[config.mk]
export PLATFORM = sky130hd
export DESIGN_NAME = asrwt_ctrl
export DESIGN_NICKNAME = d
export VERILOG_FILES = /design/src/asrwt_pkg.sv /design/src/asrwt_ctrl.sv /design/src/asrwt_sync2.sv /design/src/asrwt_timer.sv
export SDC_FILE = /design/constraint.sdc
export NUM_CORES = 1
export LEC_CHECK = 0
export ABC_AREA = 0
export BUFFER_PORTS_ARGS = -buffer_cell sky130_fd_sc_hd__buf_2
export CORE_UTILIZATION = 30
export CTS_CLUSTER_DIAMETER = 30
export DETAILED_ROUTE_END_ITERATION = 6
export REMOVE_ABC_BUFFERS = 1
export SKIP_CTS_REPAIR_TIMING = 1
export SLEW_MARGIN = 20
export SYNTH_ARGS = -nofsm -noshare
export SYNTH_HDL_FRONTEND = slang
export SYNTH_SLANG_ARGS = --single-unit
[constraint.sdc]
create_clock -name clk_in -period 1.9 [get_ports clk_in]
set_input_delay 0 -clock clk_in [delete_from_list [all_inputs] [get_ports clk_in]]
set_output_delay 0 -clock clk_in [all_outputs]
set_load 0.01 [all_outputs]
[src/asrwt_pkg.sv]
// Purpose: constants and types for the asynchronous SRAM host controller
// Assumes: 50 MHz clk_in; every pin time in tenths of ns, per speed grade
// Notes:   grade index 0 = 8 ns part, 1 = 10 ns part, 2 = 20 ns part
//
// Functional notes
// - Array write happens only while select, a byte enable and write enable are low.
// - All write controls active before write starts; any one going inactive ends it.
// - Data setup and hold are measured from the edge that ends the write.
// - Consecutive read cycles spaced by at least the read cycle time.
// - Each write cycle lasts at least the write cycle time.
// - Select held low at least its minimum before the write-ending edge.
// - Write address stable at least its minimum before write end.
// - Each active byte enable held low its minimum before write end.
// - Address may change right at write end; zero setup before write start.
// - Write enable low pulse meets its minimum, longer when output enable low.
// - Write data presented setup time before write end; zero hold after.
// - With output enable low, write cycle covers release delay plus data setup.
// - Host never drives data while memory may still drive from a read.
// - Host keeps output enable high for the whole of every write.
package asrwt_pkg;

	// ------------------------------------------------------------------
	// widths and clock
	// ------------------------------------------------------------------
	localparam int ADDR_W         = 20;
	localparam int DATA_W         = 16;
	localparam int CLK_PERIOD_X10 = 200;
	localparam int SYNC_STAGES    = 2;
	localparam int DEF_GRADE      = 2;

	// ------------------------------------------------------------------
	// pin times, tenths of ns, index = grade
	// ------------------------------------------------------------------
	localparam int T_RC_X10[3]    = '{80, 100, 200};
	localparam int T_AA_X10[3]    = '{80, 100, 200};
	localparam int T_HZOE_X10[3]  = '{40, 50, 80};
	localparam int T_WC_X10[3]    = '{80, 100, 200};
	localparam int T_SCS_X10[3]   = '{65, 80, 120};
	localparam int T_AW_X10[3]    = '{65, 80, 120};
	localparam int T_PWB_X10[3]   = '{65, 80, 120};
	localparam int T_PWE1_X10[3]  = '{65, 80, 120};
	localparam int T_SD_X10[3]    = '{50, 60, 90};

	// least time to whole cycles, rounded up, never below one
	function automatic int asrwt_cyc(input int t_x10);
		int c;
		c = (t_x10 + CLK_PERIOD_X10 - 1) / CLK_PERIOD_X10;
		return (c < 1) ? 1 : c;
	endfunction : asrwt_cyc

	function automatic int asrwt_max(input int a, input int b);
		return (a > b) ? a : b;
	endfunction : asrwt_max

	// ------------------------------------------------------------------
	// states and register image
	// ------------------------------------------------------------------
	typedef enum logic [2:0] {
		ST_IDLE    = 3'b000,
		ST_WR_LOW  = 3'b001,
		ST_WR_END  = 3'b010,
		ST_RD_WAIT = 3'b011,
		ST_TURN    = 3'b100
	} asrwt_state_type;

	typedef struct packed {
		asrwt_state_type   st;
		logic [ADDR_W-1:0] addr;
		logic [DATA_W-1:0] wdata;
		logic [1:0]        be_n;
		logic              cs_n;
		logic              oe_n;
		logic              we_n;
		logic              dq_oe;
		logic [DATA_W-1:0] rdata;
		logic              rsp_valid;
	} asrwt_regs_type;

	localparam asrwt_regs_type REGS_RESET = '{
		st:        ST_IDLE,
		addr:      20'h00000,
		wdata:     16'h0000,
		be_n:      2'h3,
		cs_n:      1'b1,
		oe_n:      1'b1,
		we_n:      1'b1,
		dq_oe:     1'b0,
		rdata:     16'h0000,
		rsp_valid: 1'b0
	};

endpackage : asrwt_pkg

[src/asrwt_ctrl.sv]
// Purpose: host controller driving an asynchronous 1M x 16 SRAM
// Assumes: one request at a time; pins driven from flops
// Notes:   output enable stays high during writes, so the bus never fights
module asrwt_ctrl
	import asrwt_pkg::*;
#(
	parameter int GRADE = asrwt_pkg::DEF_GRADE
) (
	// clock and reset
	input  logic                        clk_in,
	input  logic                        rst_n_in,
	// user request
	input  logic                        req_valid_in,
	output logic                        req_ready_out,
	input  logic                        req_write_in,
	input  logic [asrwt_pkg::ADDR_W-1:0] req_addr_in,
	input  logic [asrwt_pkg::DATA_W-1:0] req_wdata_in,
	input  logic [1:0]                  req_byte_en_in,
	// user response
	output logic                        rsp_valid_out,
	output logic [asrwt_pkg::DATA_W-1:0] rsp_rdata_out,
	// memory pins
	output logic [asrwt_pkg::ADDR_W-1:0] mem_addr_out,
	output logic                        first_chip_select_n_out,
	output logic                        second_chip_select_high_out,
	output logic                        output_enable_n_out,
	output logic                        write_enable_n_out,
	output logic                        upper_byte_n_out,
	output logic                        lower_byte_n_out,
	input  logic [asrwt_pkg::DATA_W-1:0] mem_data_in,
	output logic [asrwt_pkg::DATA_W-1:0] mem_data_out,
	output logic                        mem_data_oe_out
);
	import asrwt_pkg::*;

	// ------------------------------------------------------------------
	// phase lengths in cycles
	// ------------------------------------------------------------------
	localparam int WE_LOW_CYC = asrwt_max(
		asrwt_max(asrwt_cyc(T_PWE1_X10[GRADE]), asrwt_cyc(T_SCS_X10[GRADE])),
		asrwt_max(asrwt_max(asrwt_cyc(T_AW_X10[GRADE]),
		asrwt_cyc(T_PWB_X10[GRADE])), asrwt_cyc(T_SD_X10[GRADE])));
	localparam int WR_CYC     = asrwt_max(asrwt_cyc(T_WC_X10[GRADE]),
		WE_LOW_CYC + 1);
	localparam int WR_END_CYC = WR_CYC - WE_LOW_CYC;
	// two extra cycles let the sampled bus pass the synchroniser
	localparam int RD_CYC     = asrwt_max(asrwt_cyc(T_AA_X10[GRADE]),
		asrwt_cyc(T_RC_X10[GRADE])) + SYNC_STAGES;
	localparam int TURN_CYC   = asrwt_cyc(T_HZOE_X10[GRADE]);
	localparam int TW         = 4;

	// ------------------------------------------------------------------
	// state
	// ------------------------------------------------------------------
	asrwt_regs_type    r_q;
	asrwt_regs_type    r_d;
	logic              tmr_load;
	logic [TW-1:0]     tmr_value;
	logic              tmr_done;
	logic [DATA_W-1:0] data_sync;
	logic              req_take;

	asrwt_timer #(
		.WIDTH (TW)
	) u_timer (
		.clk_in   (clk_in),
		.rst_n_in (rst_n_in),
		.load_in  (tmr_load),
		.value_in (tmr_value),
		.done_out (tmr_done)
	);

	asrwt_sync2 #(
		.WIDTH (DATA_W)
	) u_sync (
		.clk_in   (clk_in),
		.rst_n_in (rst_n_in),
		.async_in (mem_data_in),
		.sync_out (data_sync)
	);

	assign req_take = req_valid_in && (r_q.st == ST_IDLE);

	// ------------------------------------------------------------------
	// next state
	// ------------------------------------------------------------------
	always_comb begin
		r_d           = r_q;
		r_d.rsp_valid = 1'b0;
		tmr_load      = 1'b0;
		tmr_value     = '0;
		case (r_q.st)
			ST_IDLE: begin
				if (req_valid_in) begin
					r_d.addr  = req_addr_in;
					r_d.wdata = req_wdata_in;
					r_d.be_n  = ~req_byte_en_in;
					r_d.cs_n  = 1'b0;
					tmr_load  = 1'b1;
					if (req_write_in) begin
						// all controls and data go active together
						r_d.we_n  = 1'b0;
						r_d.oe_n  = 1'b1;
						r_d.dq_oe = 1'b1;
						r_d.st    = ST_WR_LOW;
						tmr_value = TW'(WE_LOW_CYC);
					end else begin
						r_d.oe_n  = 1'b0;
						r_d.st    = ST_RD_WAIT;
						tmr_value = TW'(RD_CYC);
					end
				end
			end
			ST_WR_LOW: begin
				if (tmr_done) begin
					// write enable alone ends the write; data held this cycle
					r_d.we_n  = 1'b1;
					r_d.st    = ST_WR_END;
					tmr_load  = 1'b1;
					tmr_value = TW'(WR_END_CYC);
				end
			end
			ST_WR_END: begin
				if (tmr_done) begin
					r_d.cs_n  = 1'b1;
					r_d.be_n  = 2'h3;
					r_d.dq_oe = 1'b0;
					r_d.st    = ST_IDLE;
				end
			end
			ST_RD_WAIT: begin
				if (tmr_done) begin
					r_d.rdata[7:0]  = r_q.be_n[0] ? 8'h00 : data_sync[7:0];
					r_d.rdata[15:8] = r_q.be_n[1] ? 8'h00 : data_sync[15:8];
					r_d.rsp_valid   = 1'b1;
					r_d.cs_n        = 1'b1;
					r_d.oe_n        = 1'b1;
					r_d.be_n        = 2'h3;
					r_d.st          = ST_TURN;
					tmr_load        = 1'b1;
					// memory may still drive the bus for its release time
					tmr_value       = TW'(TURN_CYC);
				end
			end
			ST_TURN: begin
				if (tmr_done) begin
					r_d.st = ST_IDLE;
				end
			end
			default: begin
				r_d = REGS_RESET;
			end
		endcase
	end

	always_ff @(posedge clk_in or negedge rst_n_in) begin
		if (!rst_n_in) begin
			r_q <= REGS_RESET;
		end else begin
			r_q <= r_d;
		end
	end

	// ------------------------------------------------------------------
	// outputs
	// ------------------------------------------------------------------
	assign req_ready_out               = (r_q.st == ST_IDLE);
	assign rsp_valid_out               = r_q.rsp_valid;
	assign rsp_rdata_out               = r_q.rdata;
	assign mem_addr_out                = r_q.addr;
	assign first_chip_select_n_out     = r_q.cs_n;
	assign second_chip_select_high_out = ~r_q.cs_n;
	assign output_enable_n_out         = r_q.oe_n;
	assign write_enable_n_out          = r_q.we_n;
	assign upper_byte_n_out            = r_q.be_n[1];
	assign lower_byte_n_out            = r_q.be_n[0];
	assign mem_data_out                = r_q.wdata;
	assign mem_data_oe_out             = r_q.dq_oe;

	// ------------------------------------------------------------------
	// checks
	// ------------------------------------------------------------------
	logic [7:0] we_low_cnt_q;
	logic [7:0] rd_gap_cnt_q;
	logic [7:0] wr_len_cnt_q;
	logic       rd_start;
	logic       wr_start;

	assign rd_start = req_take && !req_write_in;
	assign wr_start = req_take && req_write_in;

	always_ff @(posedge clk_in or negedge rst_n_in) begin
		if (!rst_n_in) begin
			we_low_cnt_q <= 8'h00;
			rd_gap_cnt_q <= 8'hFF;
			wr_len_cnt_q <= 8'h00;
		end else begin
			we_low_cnt_q <= r_q.we_n ? 8'h00 : we_low_cnt_q + 8'h01;
			if (rd_start) begin
				rd_gap_cnt_q <= 8'h00;
			end else if (rd_gap_cnt_q != 8'hFF) begin
				rd_gap_cnt_q <= rd_gap_cnt_q + 8'h01;
			end
			wr_len_cnt_q <= wr_start ? 8'h01 :
				((r_q.st == ST_WR_LOW || r_q.st == ST_WR_END) ?
				wr_len_cnt_q + 8'h01 : 8'h00);
		end
	end
endmodule : asrwt_ctrl

[src/asrwt_sync2.sv]
// Purpose: two-flop synchroniser for the data pins
// Assumes: read data is stable for the whole capture window
// Notes:   the first stage feeds only the second
module asrwt_sync2 #(
	parameter int WIDTH = 16
) (
	// clock and reset
	input  logic             clk_in,
	input  logic             rst_n_in,
	// data
	input  logic [WIDTH-1:0] async_in,
	output logic [WIDTH-1:0] sync_out
);
	logic [WIDTH-1:0] meta_q;
	logic [WIDTH-1:0] sync_q;

	always_ff @(posedge clk_in or negedge rst_n_in) begin
		if (!rst_n_in) begin
			meta_q <= '0;
			sync_q <= '0;
		end else begin
			meta_q <= async_in;
			sync_q <= meta_q;
		end
	end

	assign sync_out = sync_q;

endmodule : asrwt_sync2

[src/asrwt_timer.sv]
// Purpose: down counter that times each phase of a memory cycle
// Assumes: load value at least one
// Notes:   done is high when the count has run out
module asrwt_timer #(
	parameter int WIDTH = 4
) (
	// clock and reset
	input  logic             clk_in,
	input  logic             rst_n_in,
	// control
	input  logic             load_in,
	input  logic [WIDTH-1:0] value_in,
	output logic             done_out
);
	logic [WIDTH-1:0] cnt_q;

	always_ff @(posedge clk_in or negedge rst_n_in) begin
		if (!rst_n_in) begin
			cnt_q <= '0;
		end else if (load_in) begin
			cnt_q <= value_in;
		end else if (cnt_q != '0) begin
			cnt_q <= cnt_q - 1'b1;
		end
	end

	assign done_out = (cnt_q == '0);

endmodule : asrwt_timer

# After elaboration in Yosys (flattened, before gate mapping)
# Cells that the tools add are included.
# classes
addsub,1
n_eq_ne,10
n_mux,30
bitwise_logic,8
n_reduce_logical,19
# op_table
op,n
one-hot mux 36 bit (2 select lines),1
two-way mux 45 bit,1
one-hot mux 17 bit (2 select lines),1
one-hot mux 3 bit (4 select lines),2
two-way mux 17 bit,1
two-way mux 4 bit,4
two-way mux 8 bit,2
AND reduction 4 bit,4
two-way mux 3 bit,4
one-hot mux 1 bit (3 select lines),3
OR reduction 3 bit,3
inequality test 2 bit (second input constant),4
one-hot mux 4 bit (2 select lines),1
OR reduction 4 bit,2
inverter 1 bit,7
equality test 3 x 2 -> 1 bit (second input constant),2
two-way mux 1 bit,6
two-way mux 2 bit,3
OR reduction 2 bit,3
zero test 4 bit,1
inequality test 2 x 1 -> 1 bit (second input constant),2
AND reduction 2 bit,2
nonzero test 4 bit,1
subtractor 4 x 1 -> 4 bit (second input constant),1
7 further kinds,7
# totals
reg_bits,98
in_bits,58
out_inout_bits,61
word_cells,81

# Logic depth before layout (Yosys ltp)
# depth
word_depth,4
depth_mapped,6
ltp_nobuf,5

# Modules after synthesis
# From an unflattened synthesis, not the netlist that was laid out.
# hier_totals
cells_unflattened,275
hier_area_um2,3848.7
# by_module_without_submodules
mod,n_inst,cells_per_inst,area_per_inst_um2,seq_area_each_um2
asrwt_ctrl,1,220,2815.2,1557.7
asrwt_sync2,1,32,800.8,800.8
asrwt_timer,1,23,232.7,100.1

# Least setup slack after synthesis
# Ideal clock, no wire load.
# synth_timing
path_kind,flip-flop to flip-flop
from,register u_timer.cnt_q[0]
to,"register r_q, in the netlist rsp_rdata_out[7]"
setup_ns,0.121
arrival_ns,1.561
required_time_ns,1.779
setup_slack_ns,0.218
stages_incl_launch_ff,7
path_buffers,1
synth_period_minus_slack_ns,1.682
cell_sequence,dfrtp_1 > inv_1 > ha_1 > nor3b_2 > a31oi_2 > buf_2 > a22o_1
# synth_via
elab_chain_cells,3
# synth_rtl
element,line,rtl
"start, declared",asrwt_timer.sv:15,logic [WIDTH-1:0] cnt_q;
"start signal, assigned",asrwt_timer.sv:21,cnt_q <= value_in;
"start signal, assigned",asrwt_timer.sv:23,cnt_q <= cnt_q - 1'b1;
zero test 4 bit,asrwt_timer.sv:27,assign done_out = (cnt_q == '0);
inequality test 2 bit (no source line),-,
AND reduction 2 bit (no source line),-,
"end signal, assigned",asrwt_ctrl.sv:160,r_q <= r_d;
"end, declared",asrwt_ctrl.sv:55,asrwt_regs_type r_q;
# Every way passes these cells.
# A chain may end at the register's enable or synchronous reset.

# Worst setup path in the final report
# layout_timing
from,register u_timer.cnt_q[0]
to,"register r_q, in the netlist rsp_rdata_out[1]"
# Same word-level chain as after synthesis.

==> results.py <==
metrics = {
    "outcome": {
        "outcome": "completed",
    },
    "floorplan": {
        "core-area_um2": 12600,
        "die_w_um": 116,
        "ios": 119,
        "initial_core_util": 0.308,
        "fp.dieH_um": 116,
        "die_area_um2": 13400,
        "row_count": 41,
    },
    "timing": {
        "clock.fmax_mhz": 579,
        "slew_headroom": 0.636,
        "tightest_slew_ps": 543,
        "grt_setup_unrepaired": "false",
        "hold_violations": 0,
        "finalSetupViolCount": 0,
        "slew_viol_final": 0,
        "finClkSkew_ps": 6.75,
        "post-route-min-period_ps": 1730,
        "fin_setup_tns_ps": 0,
        "fin_crit_sh": 0.910,
    },
    "setup_path": {
        "r2r-start": "u_timer.cnt_q[0]",
        "cp_max_fo": 8,
        "startpoint": "u_timer.cnt_q[0]",
        "r2r-end": "rsp_rdata_out[1]",
        "start_kind": "register",
        "worstRegToRegCells": 5,
        "path_class": "register to register",
        "required_ps": 2180,
        "cp.arrival_ps": 2010,
        "r2r_setup_slack_ps": 170,
        "crit_end": "rsp_rdata_out[1]",
        "end_kind": "register",
    },
    "routing": {
        "postRouteAntennaNets": 0,
        "first_pass_iters": 4,
        "drc": 0,
        "drt_wl_total_mm": 8.62,
        "drt_first_iter_violations": 108,
        "vias_per_cell": 4.26,
        "vias": 2747,
        "post_drt_wl_per_cell_um": 13.4,
    },
    "yosys": {
        "synthArstFlopShare": 1.00,
        "ys_seq_area_frac": 0.632,
        "synth_edf_count": 0,
        "ys.flop_type": "dfrtp_1",
        "synth_area_leaders": "dfrtp_1, buf_4, nand2_1, nand3_1, a22o_1",
        "avgSynthCellArea_um2": 11.4,
        "syn_inst": 340,
        "yosysWarnings": 0,
        "syn_area_um2": 3890,
        "yosysTopAreaCellShare": 0.599,
        "ys_types": 36,
        "synth_top_area_cell": "dfrtp_1",
        "ys_ff_latch": 98,
    },
    "cells_and_area": {
        "antennaDiodeCount": 0,
        "drive_gt1_frac": 0.342,
        "nFillCells": 1224,
        "design_area_um2": 5210,
        "nets": 527,
        "syn2layout_area_growth_pct": 34.0,
    },
    "cts": {
        "path_clk_slew_ps": 70,
        "cts-buffers-inserted": 9,
        "tritoncts": "yes",
        "clock-root-buffer": "clkbuf_16",
        "clock_path_buffers": 2,
        "cts.sinks": 98,
        "clk_latency_ps": 340,
        "htree_levels": 3,
    },
    "grt": {
        "overflow": 0,
        "grt_antenna_before_repair": 0,
        "met1_usage": 0.153,
        "grt_pass1_vias": 2383,
        "track_usage": 0.122,
        "busiest_layer": "met2",
        "grt_max_degree": 42,
        "grt_use_met2": 0.196,
        "grt_pass1_wl_mm": 12.3,
        "grtUsageMet3": 0.0445,
    },
    "run": {
        "drv_cap": 0,
    },
    "pwr": {
        "p_per_area_nw_per_um2": 1460,
        "leakage_nw": 2.67,
        "vdd_drop_max_uv": 491,
    },
    "place": {
        "post_dp_cell_area_um2": 4340,
        "dp_hpwl_mm": 5.59,
        "gp_congestion": 0.717,
        "portBuffers": 118,
    },
    "min_path": {
        "hold_class": "input pin to async pin",
    },
}
-- sequential cells by signal, summed over array words and instances (netlist names) --
signal                   count
output_enable_n_out          1
lower_byte_n_out             1
mem_data_out                16
mem_data_oe_out              1
mem_addr_out                20
u_sync.meta_q               16
rsp_rdata_out               16
write_enable_n_out           1
u_sync.sync_out             16
first_chip_select_n_out      1
upper_byte_n_out             1
u_timer.cnt_q                4
r_q                          3
rsp_valid_out                1
-- worst min-delay path by stage --
| stage | from | to | slack, ps | cells after the start |
|---|---|---|---|---|
| floorplan | rst_n_in | mem_addr_out[0] | -300 | 0 |
| global placement | rst_n_in | mem_addr_out[11] | 5 | 1 |
| detailed placement | rst_n_in | mem_data_out[11] | 10 | 1 |
| CTS | rst_n_in | mem_data_out[11] | -350 | 1 |
| global route | rst_n_in | mem_addr_out[11] | 240 | 2 |
| finish | rst_n_in | mem_addr_out[11] | 180 | 2 |
-- cells in the mapped netlist (2+ instances only) --
cell type / number
buf_4: 53
buf_6: 2
buf_2: 8
dfstp_2: 5
nor3_2: 2
dfrtp_1: 93
nand3b_1: 2
clkbuf_1: 5
o21a_1: 2
a22o_1: 16
nor3_1: 2
inv_1: 3
a2bb2oi_2: 2
a31oi_1: 2
nand3_1: 37
nand2_1: 77
nor2_1: 8
o21ai_0: 3
-- stage by stage --
step           utilization  std cells  hold slack (ps)  setup WS (ps)  power (mW)
6_report             0.413        645              177            172        7.59
5_1_grt              0.413        645              238           26.1        8.12
4_1_cts              0.367        588             -355          -46.0        7.58
3_5_place_dp         0.344        572             12.2          -56.4        5.82
3_3_place_gp         0.344        572             4.76           58.3        5.74
2_1_floorplan            -        271             -296          -1300        4.61
-- power by group --
group          leakage (nW)  total [mW]  internal (mW)  switching (mW)
Combinational          1.31        2.64           1.20            1.44
Clock                 0.140        1.73          0.913           0.816
Sequential             1.21        3.22           2.80           0.416
-- routing by layer --
layer / wire length, µm / vias to the layer above
li1: - / 1327
met1: 3620 / 1350
met2: 4380 / 59
met3: 483 / 11
met4: 133 / 0
met5: 0 / -
-- logic make-up after synthesis --
group	Yosys count	share of synthesized area
AO/OA/AOI/OAI	31	0.0673
AND/OR/NAND/NOR	136	0.164
flip-flops	98	0.632
multiplexers	2	0.00547
buffers and inverters	72	0.127
adder cells (fa/ha/maj)	1	0.00322
-- layout by cell type (no fill, tap or decap), types with 2 or more instances in the layout --
cell           count
clkinv_4           2
inv_1              3
buf_12             3
o21ai_0            2
dfstp_2            5
dlygate4sd3_1     57
nand3b_1           2
nor3_2             2
a2bb2oi_2          2
inv_8              2
o21a_1             2
nor2_1             8
a22o_1            16
dfrtp_1           93
nand2_1           77
a31oi_1            2
buf_4              9
nand3_1           37
clkbuf_16          9
buf_2            117
nor3_1             2
-- area by class of cell --
class	count	area, µm²	share of cell area
Sequential cell	98	2460	0.472
Clock inverter	7	61.3	0.0118
Inverter	3	11.3	0.00216
Timing Repair Buffer	186	1280	0.246
Clock buffer	9	225	0.0432
Tap cell	172	215	0.0413
Multi-Input combinational cell	170	953	0.183
-- critical path, stage by stage (launching register included) --
cell and delay (ps):
dfrtp_1 390, inv_1 90, ha_1 260, nand4bb_1 240, nor3_2 480, a22o_1 210
No activity file was read; power rests on OpenSTA's default activity.
